$ cat src/inc/can_bt_pkg.sv
package can_bt_pkg;

  // Register byte offsets
  localparam logic [3:0] OFF_TIMING = 4'h0;
  localparam logic [3:0] OFF_CTRL   = 4'h4;
  localparam logic [3:0] OFF_STATUS = 4'h8;
  localparam logic [3:0] OFF_COUNT  = 4'hC;

  // Timing register fields, each holding functional value minus one
  localparam int PRESC_LSB = 0;
  localparam int PRESC_W   = 6;
  localparam int STEP_LSB  = 6;
  localparam int STEP_W    = 2;
  localparam int PRE_LSB   = 8;
  localparam int PRE_W     = 4;
  localparam int POST_LSB  = 12;
  localparam int POST_W    = 3;
  localparam int TIMING_W  = 15;

  localparam logic [TIMING_W-1:0] TIMING_RST = 15'h2301;
  localparam logic [TIMING_W-1:0] TIMING_MASK = 15'h7FFF;

  // Control register
  localparam int CTRL_EN_BIT = 0;
  localparam logic CTRL_EN_RST = 1'b0;

  // Status register fields
  localparam int ST_RUN_BIT    = 0;
  localparam int ST_SAMPLE_BIT = 1;
  localparam int ST_FRAME_BIT  = 2;
  localparam int ST_SYNCED_BIT = 3;
  localparam int ST_PE_LSB     = 8;
  localparam int ST_RES_LSB    = 16;

  // Count register fields
  localparam int CNT_W        = 16;
  localparam int CNT_HARD_LSB = 16;

  // Quantum counter and phase error widths
  localparam int TQ_W = 5;
  localparam int PE_W = 6;
  localparam logic [TQ_W-1:0] TQ_ONE  = 5'h01;
  localparam logic [TQ_W-1:0] TQ_ZERO = 5'h00;
  localparam logic [PE_W-1:0] PE_ZERO = 6'h00;

  // Bus level encoding
  localparam logic RECESSIVE = 1'b1;

  typedef enum logic [3:0] {
    ST_IDLE  = 4'h1,
    ST_SYNC  = 4'h2,
    ST_PRE_SAMPLE_SPAN = 4'h4,
    ST_POST_SAMPLE_SPAN = 4'h8
  } bt_state_t;

endpackage

$ cat src/verilog/tq_prescaler.sv
module tq_prescaler #(
  parameter int W = 6
) (
  input  wire logic         core_clk,
  input  wire logic         resetn,
  input  wire logic [W-1:0] div_val,
  output logic              tq_tick
);

  logic [W-1:0] cnt_q;
  logic         tick_q;

  // Quantum is (div_val + 1) clock periods long
  always_ff @(posedge core_clk or negedge resetn)
  begin
    if (!resetn)
    begin
      cnt_q  <= '0;
      tick_q <= 1'b0;
    end
    else if (cnt_q >= div_val)
    begin
      cnt_q  <= '0;
      tick_q <= 1'b1;
    end
    else
    begin
      cnt_q  <= cnt_q + 1'b1;
      tick_q <= 1'b0;
    end
  end

  assign tq_tick = tick_q;

endmodule

$ cat src/verilog/can_bit_timing_sync.sv
//////////////////////////////////////////////////////////////////////////////
// Operation
// - Each quantum compares bus level with level caught at previous sample.
// - Synchronize only on recessive previous sample and dominant quantum.
// - Edge in sync slot has zero error; else signed distance to slot end.
// - Hard sync restarts bit time at end of sync slot regardless of error.
// - Positive error lengthens early phase buffer by min(error, step limit).
// - Negative error shortens late phase buffer by min(error, step limit).
// - Early-edge resync skips the next sync slot.
// - Error beyond step limit stays as residual error.
// - At most one synchronization between two sample points.
// - Phase buffer changes apply to the current bit only.
// - One sample per bit, no majority filter.
// - Bit period runs from sample point to sample point.
// - Spike within step limit gets sampled past; larger one sampled dominant.
// - Bus is received whenever enabled, also while transmitting.
// - Quantum is clock divided by prescaler, 1 to 64.
// - Sync slot one quantum; pre segment 1 to 16, post segment 1 to 8; step limit 1 to 4.
// - Timing fields hold functional value minus one.
// - State machine steps once per quantum.
module can_bit_timing_sync (
  input  wire logic        core_clk,
  input  wire logic        resetn,
  input  wire logic [3:0]  avs_address,
  input  wire logic        avs_read,
  input  wire logic        avs_write,
  input  wire logic [31:0] avs_writedata,
  input  wire logic [3:0]  avs_byteenable,
  output logic [31:0]      avs_readdata,
  output logic             avs_waitrequest,
  input  wire logic        can_rx,
  input  wire logic        frame_active,
  output logic             sample_pulse,
  output logic             sample_bit,
  output logic             hard_sync_pulse,
  output logic             resync_pulse
);

  localparam int TQ_W = can_bt_pkg::TQ_W;
  localparam int PE_W = can_bt_pkg::PE_W;
  localparam int CW   = can_bt_pkg::CNT_W;

  function automatic logic hit(input logic [3:0] a, input logic [3:0] off);
    hit = (a == off);
  endfunction

  // Correction limited to step limit
  function automatic logic [TQ_W-1:0] clip(input logic [TQ_W-1:0] e,
                                           input logic [TQ_W-1:0] lim);
    clip = (e < lim) ? e : lim;
  endfunction

  function automatic logic [31:0] merge(input logic [31:0] old,
                                        input logic [31:0] wd,
                                        input logic [3:0]  be);
    logic [31:0] r;
    r = old;
    for (int i = 0; i < 4; i++)
    begin
      if (be[i])
        r[8*i +: 8] = wd[8*i +: 8];
    end
    merge = r;
  endfunction

  //////////////////////////////////////////////////////////////////////////
  // Declarations

  logic [1:0]                        rx_sync_q;
  logic                              rx_lvl;
  logic [can_bt_pkg::TIMING_W-1:0]   timing_q;
  logic                              enable_q;
  logic                              waitreq_q;
  logic [31:0]                       rdata_q;
  logic                              tq_tick;
  can_bt_pkg::bt_state_t             state_q;
  can_bt_pkg::bt_state_t             state_d;
  logic [TQ_W-1:0]                   cnt_q;
  logic [TQ_W-1:0]                   cnt_d;
  logic [TQ_W-1:0]                   ext_q;
  logic [TQ_W-1:0]                   ext_d;
  logic [TQ_W-1:0]                   shrink_q;
  logic [TQ_W-1:0]                   shrink_d;
  logic                              skip_q;
  logic                              skip_d;
  logic                              synced_q;
  logic                              synced_d;
  logic                              prev_q;
  logic                              sample_now;
  logic                              hard_now;
  logic                              resync_now;
  logic [PE_W-1:0]                   pe_q;
  logic [PE_W-1:0]                   pe_d;
  logic [TQ_W-1:0]                   resid_q;
  logic [TQ_W-1:0]                   resid_d;
  logic                              sample_pulse_q;
  logic                              sample_bit_q;
  logic                              hard_q;
  logic                              resync_q;
  logic [CW-1:0]                     n_resync_q;
  logic [CW-1:0]                     n_hard_q;
  logic [TQ_W-1:0]                   len1;
  logic [TQ_W-1:0]                   len2;
  logic [TQ_W-1:0]                   lim;
  logic                              edge_seen;
  logic [31:0]                       rd_mux;
  logic                              bus_go;

  //////////////////////////////////////////////////////////////////////////
  // Bus input synchronizer

  always_ff @(posedge core_clk or negedge resetn)
  begin
    if (!resetn)
      rx_sync_q <= {2{can_bt_pkg::RECESSIVE}};
    else
      rx_sync_q <= {rx_sync_q[0], can_rx};
  end

  // Single level per quantum, no filter
  assign rx_lvl = rx_sync_q[1];

  //////////////////////////////////////////////////////////////////////////
  // Field decode, functional lengths

  assign len1 = TQ_W'(timing_q[can_bt_pkg::PRE_LSB +: can_bt_pkg::PRE_W])
              + can_bt_pkg::TQ_ONE;
  assign len2 = TQ_W'(timing_q[can_bt_pkg::POST_LSB +: can_bt_pkg::POST_W])
              + can_bt_pkg::TQ_ONE;
  assign lim  = TQ_W'(timing_q[can_bt_pkg::STEP_LSB +: can_bt_pkg::STEP_W])
              + can_bt_pkg::TQ_ONE;

  tq_prescaler #(
    .W (can_bt_pkg::PRESC_W)
  ) u_presc (
    .core_clk (core_clk),
    .resetn   (resetn),
    .div_val  (timing_q[can_bt_pkg::PRESC_LSB +: can_bt_pkg::PRESC_W]),
    .tq_tick  (tq_tick)
  );

  // Recessive at last sample, dominant now, not yet synced
  assign edge_seen = tq_tick && (prev_q == can_bt_pkg::RECESSIVE)
                   && (rx_lvl != can_bt_pkg::RECESSIVE)
                   && !synced_q;

  //////////////////////////////////////////////////////////////////////////
  // Bit timing state machine next state

  always_comb
  begin
    logic [TQ_W-1:0] e;
    logic [TQ_W-1:0] step;
    e          = can_bt_pkg::TQ_ZERO;
    step       = can_bt_pkg::TQ_ZERO;
    state_d    = state_q;
    cnt_d      = cnt_q;
    ext_d      = ext_q;
    shrink_d   = shrink_q;
    skip_d     = skip_q;
    synced_d   = synced_q;
    pe_d       = pe_q;
    resid_d    = resid_q;
    sample_now = 1'b0;
    hard_now   = 1'b0;
    resync_now = 1'b0;
    if (!enable_q)
    begin
      state_d  = can_bt_pkg::ST_IDLE;
      cnt_d    = can_bt_pkg::TQ_ZERO;
      ext_d    = can_bt_pkg::TQ_ZERO;
      shrink_d = can_bt_pkg::TQ_ZERO;
      skip_d   = 1'b0;
      synced_d = 1'b0;
    end
    else if (tq_tick)
    begin
      cnt_d = cnt_q + can_bt_pkg::TQ_ONE;
      unique case (state_q)
        can_bt_pkg::ST_IDLE:
        begin
          if (edge_seen)
          begin
            hard_now = 1'b1;
            state_d  = can_bt_pkg::ST_PRE_SAMPLE_SPAN;
            cnt_d    = can_bt_pkg::TQ_ZERO;
            synced_d = 1'b1;
            pe_d     = can_bt_pkg::PE_ZERO;
            resid_d  = can_bt_pkg::TQ_ZERO;
          end
        end
        can_bt_pkg::ST_SYNC:
        begin
          state_d = can_bt_pkg::ST_PRE_SAMPLE_SPAN;
          cnt_d   = can_bt_pkg::TQ_ZERO;
          if (edge_seen)
          begin
            hard_now   = !frame_active;
            resync_now = frame_active;
            synced_d   = 1'b1;
            pe_d       = can_bt_pkg::PE_ZERO;
            resid_d    = can_bt_pkg::TQ_ZERO;
          end
        end
        can_bt_pkg::ST_PRE_SAMPLE_SPAN:
        begin
          if (edge_seen && !frame_active)
          begin
            hard_now = 1'b1;
            cnt_d    = can_bt_pkg::TQ_ZERO;
            ext_d    = can_bt_pkg::TQ_ZERO;
            synced_d = 1'b1;
            pe_d     = PE_W'(cnt_q + can_bt_pkg::TQ_ONE);
            resid_d  = can_bt_pkg::TQ_ZERO;
          end
          else
          begin
            if (edge_seen)
            begin
              e          = cnt_q + can_bt_pkg::TQ_ONE;
              step       = clip(e, lim);
              ext_d      = step;
              resid_d    = e - step;
              pe_d       = PE_W'(e);
              resync_now = 1'b1;
              synced_d   = 1'b1;
            end
            if ((cnt_q + can_bt_pkg::TQ_ONE) >= (len1 + ext_d))
            begin
              sample_now = 1'b1;
              state_d    = can_bt_pkg::ST_POST_SAMPLE_SPAN;
              cnt_d      = can_bt_pkg::TQ_ZERO;
              ext_d      = can_bt_pkg::TQ_ZERO;
              synced_d   = 1'b0;
            end
          end
        end
        can_bt_pkg::ST_POST_SAMPLE_SPAN:
        begin
          if (edge_seen && !frame_active)
          begin
            hard_now = 1'b1;
            state_d  = can_bt_pkg::ST_PRE_SAMPLE_SPAN;
            cnt_d    = can_bt_pkg::TQ_ZERO;
            shrink_d = can_bt_pkg::TQ_ZERO;
            skip_d   = 1'b0;
            synced_d = 1'b1;
            pe_d     = can_bt_pkg::PE_ZERO - PE_W'(len2 - cnt_q);
            resid_d  = can_bt_pkg::TQ_ZERO;
          end
          else
          begin
            if (edge_seen)
            begin
              e          = len2 - cnt_q;
              step       = clip(e, lim);
              resid_d    = e - step;
              pe_d       = can_bt_pkg::PE_ZERO - PE_W'(e);
              resync_now = 1'b1;
              synced_d   = 1'b1;
              shrink_d   = step;
              skip_d     = 1'b1;
            end
            if ((cnt_q + can_bt_pkg::TQ_ONE) >= (len2 - shrink_d)
                || (edge_seen && e <= lim))
            begin
              state_d  = skip_d ? can_bt_pkg::ST_PRE_SAMPLE_SPAN
                                : can_bt_pkg::ST_SYNC;
              cnt_d    = can_bt_pkg::TQ_ZERO;
              shrink_d = can_bt_pkg::TQ_ZERO;
              skip_d   = 1'b0;
            end
          end
        end
        default:
        begin
          state_d = can_bt_pkg::ST_IDLE;
          cnt_d   = can_bt_pkg::TQ_ZERO;
        end
      endcase
    end
  end

  //////////////////////////////////////////////////////////////////////////
  // State, counter and per-bit adjustments

  always_ff @(posedge core_clk or negedge resetn)
  begin
    if (!resetn)
    begin
      state_q <= can_bt_pkg::ST_IDLE;
      cnt_q   <= can_bt_pkg::TQ_ZERO;
    end
    else
    begin
      state_q <= state_d;
      cnt_q   <= cnt_d;
    end
  end

  always_ff @(posedge core_clk or negedge resetn)
  begin
    if (!resetn)
    begin
      ext_q    <= can_bt_pkg::TQ_ZERO;
      shrink_q <= can_bt_pkg::TQ_ZERO;
      skip_q   <= 1'b0;
      synced_q <= 1'b0;
    end
    else
    begin
      ext_q    <= ext_d;
      shrink_q <= shrink_d;
      skip_q   <= skip_d;
      synced_q <= synced_d;
    end
  end

  //////////////////////////////////////////////////////////////////////////
  // Sample point

  always_ff @(posedge core_clk or negedge resetn)
  begin
    if (!resetn)
    begin
      prev_q         <= can_bt_pkg::RECESSIVE;
      sample_bit_q   <= can_bt_pkg::RECESSIVE;
      sample_pulse_q <= 1'b0;
    end
    else
    begin
      sample_pulse_q <= sample_now;
      if (!enable_q)
        prev_q <= can_bt_pkg::RECESSIVE;
      else if (sample_now)
      begin
        prev_q       <= rx_lvl;
        sample_bit_q <= rx_lvl;
      end
    end
  end

  //////////////////////////////////////////////////////////////////////////
  // Sync reporting

  always_ff @(posedge core_clk or negedge resetn)
  begin
    if (!resetn)
    begin
      hard_q     <= 1'b0;
      resync_q   <= 1'b0;
      pe_q       <= can_bt_pkg::PE_ZERO;
      resid_q    <= can_bt_pkg::TQ_ZERO;
      n_resync_q <= '0;
      n_hard_q   <= '0;
    end
    else
    begin
      hard_q   <= hard_now;
      resync_q <= resync_now;
      pe_q     <= pe_d;
      resid_q  <= resid_d;
      if (resync_now)
        n_resync_q <= n_resync_q + 1'b1;
      if (hard_now)
        n_hard_q <= n_hard_q + 1'b1;
    end
  end

  //////////////////////////////////////////////////////////////////////////
  // Avalon-MM slave, one wait state

  assign bus_go = (avs_read || avs_write) && waitreq_q;

  always_comb
  begin
    rd_mux = 32'h0000_0000;
    if (hit(avs_address, can_bt_pkg::OFF_TIMING))
      rd_mux[can_bt_pkg::TIMING_W-1:0] = timing_q;
    else if (hit(avs_address, can_bt_pkg::OFF_CTRL))
      rd_mux[can_bt_pkg::CTRL_EN_BIT] = enable_q;
    else if (hit(avs_address, can_bt_pkg::OFF_STATUS))
    begin
      rd_mux[can_bt_pkg::ST_RUN_BIT] = (state_q != can_bt_pkg::ST_IDLE);
      rd_mux[can_bt_pkg::ST_SAMPLE_BIT] = sample_bit_q;
      rd_mux[can_bt_pkg::ST_FRAME_BIT]  = frame_active;
      rd_mux[can_bt_pkg::ST_SYNCED_BIT] = synced_q;
      rd_mux[can_bt_pkg::ST_PE_LSB +: PE_W]  = pe_q;
      rd_mux[can_bt_pkg::ST_RES_LSB +: TQ_W] = resid_q;
    end
    else if (hit(avs_address, can_bt_pkg::OFF_COUNT))
    begin
      rd_mux[CW-1:0] = n_resync_q;
      rd_mux[can_bt_pkg::CNT_HARD_LSB +: CW] = n_hard_q;
    end
  end

  always_ff @(posedge core_clk or negedge resetn)
  begin
    if (!resetn)
    begin
      waitreq_q <= 1'b1;
      rdata_q   <= 32'h0000_0000;
    end
    else
    begin
      waitreq_q <= !bus_go;
      if (bus_go && avs_read)
        rdata_q <= rd_mux;
    end
  end

  // Writes land at the edge where waitrequest is seen low
  always_ff @(posedge core_clk or negedge resetn)
  begin
    if (!resetn)
    begin
      timing_q <= can_bt_pkg::TIMING_RST;
      enable_q <= can_bt_pkg::CTRL_EN_RST;
    end
    else if (avs_write && !waitreq_q)
    begin
      if (hit(avs_address, can_bt_pkg::OFF_TIMING))
        timing_q <= can_bt_pkg::TIMING_W'(merge(32'(timing_q),
                    avs_writedata, avs_byteenable));
      else if (hit(avs_address, can_bt_pkg::OFF_CTRL) && avs_byteenable[0])
        enable_q <= avs_writedata[can_bt_pkg::CTRL_EN_BIT];
    end
  end

  assign avs_readdata    = rdata_q;
  assign avs_waitrequest = waitreq_q;
  assign sample_pulse    = sample_pulse_q;
  assign sample_bit      = sample_bit_q;
  assign hard_sync_pulse = hard_q;
  assign resync_pulse    = resync_q;

endmodule

$ cat config.mk
export PLATFORM = sky130hd
export DESIGN_NAME = can_bit_timing_sync
export DESIGN_NICKNAME = d
export VERILOG_FILES = /design/src/inc/can_bt_pkg.sv /design/src/verilog/tq_prescaler.sv /design/src/verilog/can_bit_timing_sync.sv
export SDC_FILE = /design/constraint.sdc
export NUM_CORES = 1
export LEC_CHECK = 0
export ABC_AREA = 0
export BUFFER_PORTS_ARGS = -buffer_cell sky130_fd_sc_hd__buf_2
export CAP_MARGIN = 20
export CORE_ASPECT_RATIO = 1.4
export CORE_UTILIZATION = 54
export DETAILED_ROUTE_END_ITERATION = 7
export PLACE_DENSITY = 0.81
export SYNTH_ARGS = -nofsm -noshare
export SYNTH_HDL_FRONTEND = slang
export SYNTH_HIERARCHICAL = 1
export SYNTH_SLANG_ARGS = --single-unit
$ cat constraint.sdc
create_clock -name core_clk -period 5 [get_ports core_clk]
set_input_delay 0 -clock core_clk [delete_from_list [all_inputs] [get_ports core_clk]]
set_output_delay 0 -clock core_clk [all_outputs]
set_load 0.01 [all_outputs]
# == Yosys cells after proc, flatten, opt, wreduce, memory -nomap -nowiden ==
# Cells that the tools add are included.
# W data, S select, Z words.
# totals
register_bits,127
input_bits,46
# op_classes
add_sub_neg,16
n_lt_le_gt_ge,6
n_eq_ne,20
n_mux,104
n_bitwise,2
n_reduce_logical,28
# op_table
op,count
$mux W5,40
$mux W6,7
$mux W4,9
$mux W1,34
$add A16 B1 Y16 const B,2
$mux W32,1
$mux W31,1
$pmux W5 S3,2
$pmux W6 S3,1
$mux W17,1
$pmux W4 S4,1
$mux W15,1
$ne A3 B3 Y1 const B,5
$eq A4 B4 Y1 const B,3
$mux W11,1
$ge A5 B5 Y1,2
$lt A5 B3 Y1,2
$ne A2 B1 Y1 const B,5
$sub A4 B5 Y5,2
$sub A5 B5 Y5,2
$logic_and A1 B1 Y1,9
$reduce_and A3 Y1,3
$eq A4 B3 Y1 const B,2
$reduce_and A2 Y1,4
other kinds (29),36

# == Logic depth before layout (Yosys ltp) ==
# logic_depth
depth_word,17
mapped_depth,23
ltp_nobuf,23

# == By module ==
# The synthesis kept the hierarchy.
# by_module_without_submodules
module,n_inst,cells_each,area_per_inst_um2
can_bit_timing_sync,1,713,6896.6
tq_prescaler,1,45,445.4

# == Worst setup path after synthesis ==
# Ideal clock, no wire load.
# synth_path
path_kind,register -> register
from,register timing_q[12] in the netlist's numbering
to,register shrink_q[0]
arrival_time_ns,4.754
path_slack_ns,0.163
path_stages_with_launch,21
cell_sequence,dfrtp_1 > ha_1 > inv_1 > fa_1 > inv_1 > ha_1 > a21oi_1 > maj3_1 > nand3_1 > mux2i_1 > o21a_1 > inv_1 > fa_1 > xor2_1 > ha_1 > o21ai_0 > o21bai_1 > a2111oi_0 > nand2_1 > o21a_1 > o22ai_1
# synth_via
elab_chain_len,17
# synth_rtl
element,line_no,rtl
from (decl),can_bit_timing_sync.sv:71,logic [can_bt_pkg::TIMING_W-1:0] timing_q;
from (signal assigned),can_bit_timing_sync.sv:418,timing_q <= can_bt_pkg::TIMING_RST;
from (signal assigned),can_bit_timing_sync.sv:424,"timing_q <= can_bt_pkg::TIMING_W'(merge(32'(timing_q),"
$add A3 B1 Y4 (*),can_bit_timing_sync.sv:129,+ can_bt_pkg::TQ_ONE;
$sub A4 B5 Y5,can_bit_timing_sync.sv:255,e = len2 - cnt_q;
$lt A5 B3 Y1,can_bit_timing_sync.sv:50,clip = (e < lim) ? e : lim;
$mux W5,can_bit_timing_sync.sv:50,
$mux W5,can_bit_timing_sync.sv:253,if (edge_seen)
$mux W5,can_bit_timing_sync.sv:240,if (edge_seen && !frame_active)
$mux W5,can_bit_timing_sync.sv:179,unique case (state_q)
$mux W5,can_bit_timing_sync.sv:176,else if (tq_tick)
$mux W5,can_bit_timing_sync.sv:167,if (!enable_q)
$sub A4 B5 Y5,can_bit_timing_sync.sv:264,if ((cnt_q + can_bt_pkg::TQ_ONE) >= (len2 - shrink_d)
$ge A5 B5 Y1,can_bit_timing_sync.sv:264,
$logic_or A1 B1 Y1,can_bit_timing_sync.sv:265,|| (edge_seen && e <= lim))
$mux W5 (*),can_bit_timing_sync.sv:264,
$mux W5 (*),can_bit_timing_sync.sv:240,
$mux W5 (*),can_bit_timing_sync.sv:179,
$mux W5 (*),can_bit_timing_sync.sv:176,
$mux W5 (*),can_bit_timing_sync.sv:167,
to (signal assigned),can_bit_timing_sync.sv:306,shrink_q <= can_bt_pkg::TQ_ZERO;
to (signal assigned),can_bit_timing_sync.sv:313,shrink_q <= shrink_d;
to (decl),can_bit_timing_sync.sv:82,logic [TQ_W-1:0] shrink_q;
# Mark *: on every way between the ends. The rest lies on a longest branch, timed or not. The select of a mux whose other input is x is not followed.
# A chain may end at the register's enable or synchronous reset.

# == Final worst setup path ==
# Ends and elaborated chain as after synthesis.

==> summary.txt <==
Worst setup path
  • Worst-path fanout max: 5
  • Data required time of the worst path: 5.34 ns
  • Sort of element at the start of the critical path: register
  • Type of the setup path with the least slack: reg2reg
  • Cells on worst reg2reg path: 21
  • Critical Path Sink Type: register
  • Arrival time of the worst setup path: 5.16 ns

STA
  • Final hold viol count: 0
  • Final Cycle Share: 0.964
  • Time the worst path needs with I/O delays and setup: approximately 4.8 ns
  • Highest clock rate: 0.207 GHz
  • Worst-margin pin slew: roughly 0.73 ns
  • Final number of max-transition violations: 0
  • Normalized max-slew margin: 0.513
  • Endpoints failing setup: 0
  • Setup Skew: 0.0117 ns

Synth
  • Share of synthesized area occupied by flip-flops and latches: 0.435
  • Largest cells by area after synthesis: sky130_fd_sc_hd__dfrtp_1, sky130_fd_sc_hd__ha_1, sky130_fd_sc_hd__nand2_1, sky130_fd_sc_hd__xnor2_1, sky130_fd_sc_hd__dfstp_2
  • Number of library cell types mapped by synthesis: 61
  • Total of warnings raised by yosys: 6
  • Fraction of registers with async set/reset: 1.00
  • Most frequent cells after synthesis: sky130_fd_sc_hd__dfrtp_1, sky130_fd_sc_hd__nand2_1, sky130_fd_sc_hd__nor2_1
  • Area of the mapped netlist: 7340 um^2
  • Total of flip-flops plus latches after synthesis: ~130
  • Post-synthesis area per instance: 9.69 um^2
  • Net count of the mapped netlist: 862
  • Most instantiated flip-flop cell in the synthesis netlist: sky130_fd_sc_hd__dfrtp_1
  • Mapped Cells: 758
  • Most numerous cell in the Yosys netlist: sky130_fd_sc_hd__dfrtp_1
  • Library cell occupying the most area in the post-synthesis netlist: sky130_fd_sc_hd__dfrtp_1
  • Area share of the largest cell type after synthesis: 0.399
  • Number of flops mapped to enable cells by yosys: 0

Layout
  • Total area of sequential cells: 3190 um^2
  • Post-route cell area: 9050 um^2
  • Area of combinational cells with multiple inputs: 3910 um^2
  • Number of antenna cells inserted: 0
  • Count of filler cells inserted in the layout: 992
  • Final core utilization: 0.679
  • Area growth from synthesis to final layout: 23.3%
  • Number of nets in the layout: ~980
  • Fraction of final layout cells sized beyond drive strength 1: 0.215

Clock network
  • CTS tree: yes
  • Insertion delay of the later-clocked pin in the worst-skew pair: between 0.4 and 0.5 ns
  • Clock transition at the registers of the reported paths: 0.06 ns
  • Sinks on the clock net: about 130
  • Largest buffer count on any clock path: 2
  • Root buffer cell: sky130_fd_sc_hd__clkbuf_16
  • Maximum level of the CTS H-tree: 4
  • CTS Buf Count: 17

Global route
  • GRT Residual Overflow: 0
  • Via count of the first global-routing pass: 6312
  • Global-route wire length before repair: 31300 um
  • GRT Util Overall: 0.294
  • Maximum number of pins on one net before global-route repair: 82
  • Initial antenna violation count: 0

Route
  • Wirelength per Cell: 18.2 um
  • Drt via density: around 5.8
  • Remaining routing DRC violations: 0
  • Total vias in the final route: just over 6000
  • Iter 0 DRT Violations: 353
  • Post-DRT Antenna Nets: 0
  • Pre-antenna DRT Iters: 5
  • Wirelength, routed: 19600 um

Pwr
  • Maximum ir drop on the vdd rail: 260 uV
  • Total power density per cell area: approximately 430 nW/um^2
  • Leakage Power: 4.33 nW

Place
  • IO Port Bufs: 63
  • Total cell area at the placement stage: 8110 um^2
  • HPWL after detailed placement: 13600 um
  • Placer congestion estimate: roughly 0.98

Floorplanning
  • Placement row count: 50
  • Overall die height: 140 um
  • Placeable Area: between 10000 and 15000 um^2
  • Area of the die: 14100 um^2
  • Initial core utilization: 0.551
  • Ports: 83
  • Die Width: 101 um

Min path
  • Path class of the lowest-slack min-delay path: in2reg
  • Hold Path Cell Cnt: 4

Job
  • Number of maximum-capacitance constraint violations: 0

Run status
  • Status: finished clean
[metrics by stage]
stage	worst slack (ns)	power (mW)	std cells	TNS (ns)	hold slack, ns
after global placement	0.244	2.45	1017	0	0.105
after floorplan	0.163	2.02	758	0	-0.296
after global routing	-0.0463	4.07	1075	-0.139	0.0650
final	0.180	3.89	1075	0	0.0151
after CTS	0.0659	3.83	1071	0	0.00574
after detailed placement	0.112	2.49	1017	0	0.110
[routing by layer]
metal	part of all wire	GRT usage	vias up
met2	0.52	0.509	233
met1	0.37	0.314	2998
li1	-	-	2889
met4	0.069	0.203	0
met3	0.048	0.0654	84
met5	0	0	-
[flip-flops by register name, summed over array words and instances (netlist names), 4 cells and up]
register and count:
timing_q 15, u_presc/cnt_q 6, cnt_q 5, ext_q 5
n_resync_q 16, pe_q 6, state_q 4, n_hard_q 16
avs_readdata 32, resid_q 5, shrink_q 5
[repair_timing]
item	in CTS	in global routing
gates resized for setup	0	16
hold buffers	22	1
setup buffers	0	2
hold endpoints to repair	96	10
setup endpoints to repair	0	19
[layout make-up]
cell class / count / area share
multi-input combinational: 557 / 0.432
sequential: 127 / 0.353
timing repair buffer: 135 / 0.103
clock buffer: 17 / 0.0470
tap: 182 / 0.0252
clock inverter: 15 / 0.0221
inverter: 42 / 0.0174
[worst max-delay path, cell delays in order, from the launching register on]
cell	delay, ns
sky130_fd_sc_hd__dfrtp_1	0.38
sky130_fd_sc_hd__buf_4	0.16
sky130_fd_sc_hd__ha_2	0.20
sky130_fd_sc_hd__fa_1	0.54
sky130_fd_sc_hd__inv_1	0.07
sky130_fd_sc_hd__ha_1	0.28
sky130_fd_sc_hd__a21oi_1	0.06
sky130_fd_sc_hd__maj3_1	0.37
sky130_fd_sc_hd__nand3_2	0.12
sky130_fd_sc_hd__mux2i_1	0.29
sky130_fd_sc_hd__o21a_1	0.21
sky130_fd_sc_hd__inv_1	0.07
sky130_fd_sc_hd__fa_2	0.34
sky130_fd_sc_hd__buf_4	0.14
sky130_fd_sc_hd__xor2_1	0.13
sky130_fd_sc_hd__ha_1	0.27
sky130_fd_sc_hd__o21ai_0	0.15
sky130_fd_sc_hd__o21bai_1	0.12
sky130_fd_sc_hd__a2111oi_2	0.29
sky130_fd_sc_hd__nand2_1	0.18
sky130_fd_sc_hd__o21a_1	0.25
sky130_fd_sc_hd__o22ai_1	0.12
[logic make-up after synthesis]
logic type      synth area share
flops                      0.435
fa+ha+maj                  0.106
mux                       0.0535
xor+xnor                  0.0680
simple gates               0.159
compound gates             0.138
buf+inv                   0.0402
[cell usage in the layout, fill, tap and decap left out, types with 9 or more instances in the layout]
cell                            count
sky130_fd_sc_hd__nand3_1           23
sky130_fd_sc_hd__nand2b_1           9
sky130_fd_sc_hd__and3_1            13
sky130_fd_sc_hd__inv_1             42
sky130_fd_sc_hd__xnor2_1           38
sky130_fd_sc_hd__mux2_2            16
sky130_fd_sc_hd__ha_1              50
sky130_fd_sc_hd__dfrtp_1          117
sky130_fd_sc_hd__dfstp_2           10
sky130_fd_sc_hd__nand2_1           95
sky130_fd_sc_hd__a21oi_1           39
sky130_fd_sc_hd__nor2_1            61
sky130_fd_sc_hd__buf_2             62
sky130_fd_sc_hd__a21o_1            13
sky130_fd_sc_hd__o21ai_0           42
sky130_fd_sc_hd__dlygate4sd3_1     23
sky130_fd_sc_hd__xor2_1            19
sky130_fd_sc_hd__buf_4             49
sky130_fd_sc_hd__mux2i_1           18
sky130_fd_sc_hd__a211oi_1           9
sky130_fd_sc_hd__clkbuf_16         17
[worst paths after layout]
| check | slack (ns) | from | end |
|---|---|---|---|
| setup / recovery | 0.18 | timing_q[12] | shrink_q[0] |
| hold / removal | 0.02 | frame_active | synced_q |
| setup reg to reg | 0.18 | timing_q[12] | shrink_q[0] |
| hold reg to reg | 0.36 | rx_sync_q[0] | rx_sync_q[1] |
| max in group asynchronous | 3.26 | resetn | state_q[1] |
| min in group asynchronous | 0.53 | resetn | avs_readdata[26] |
[power by group]
group	internal (mW)	switching [mW]
combinational	0.595	0.735
clock	0.802	0.507
sequential	1.14	0.101
No activity file was read; power rests on OpenSTA's default activity.
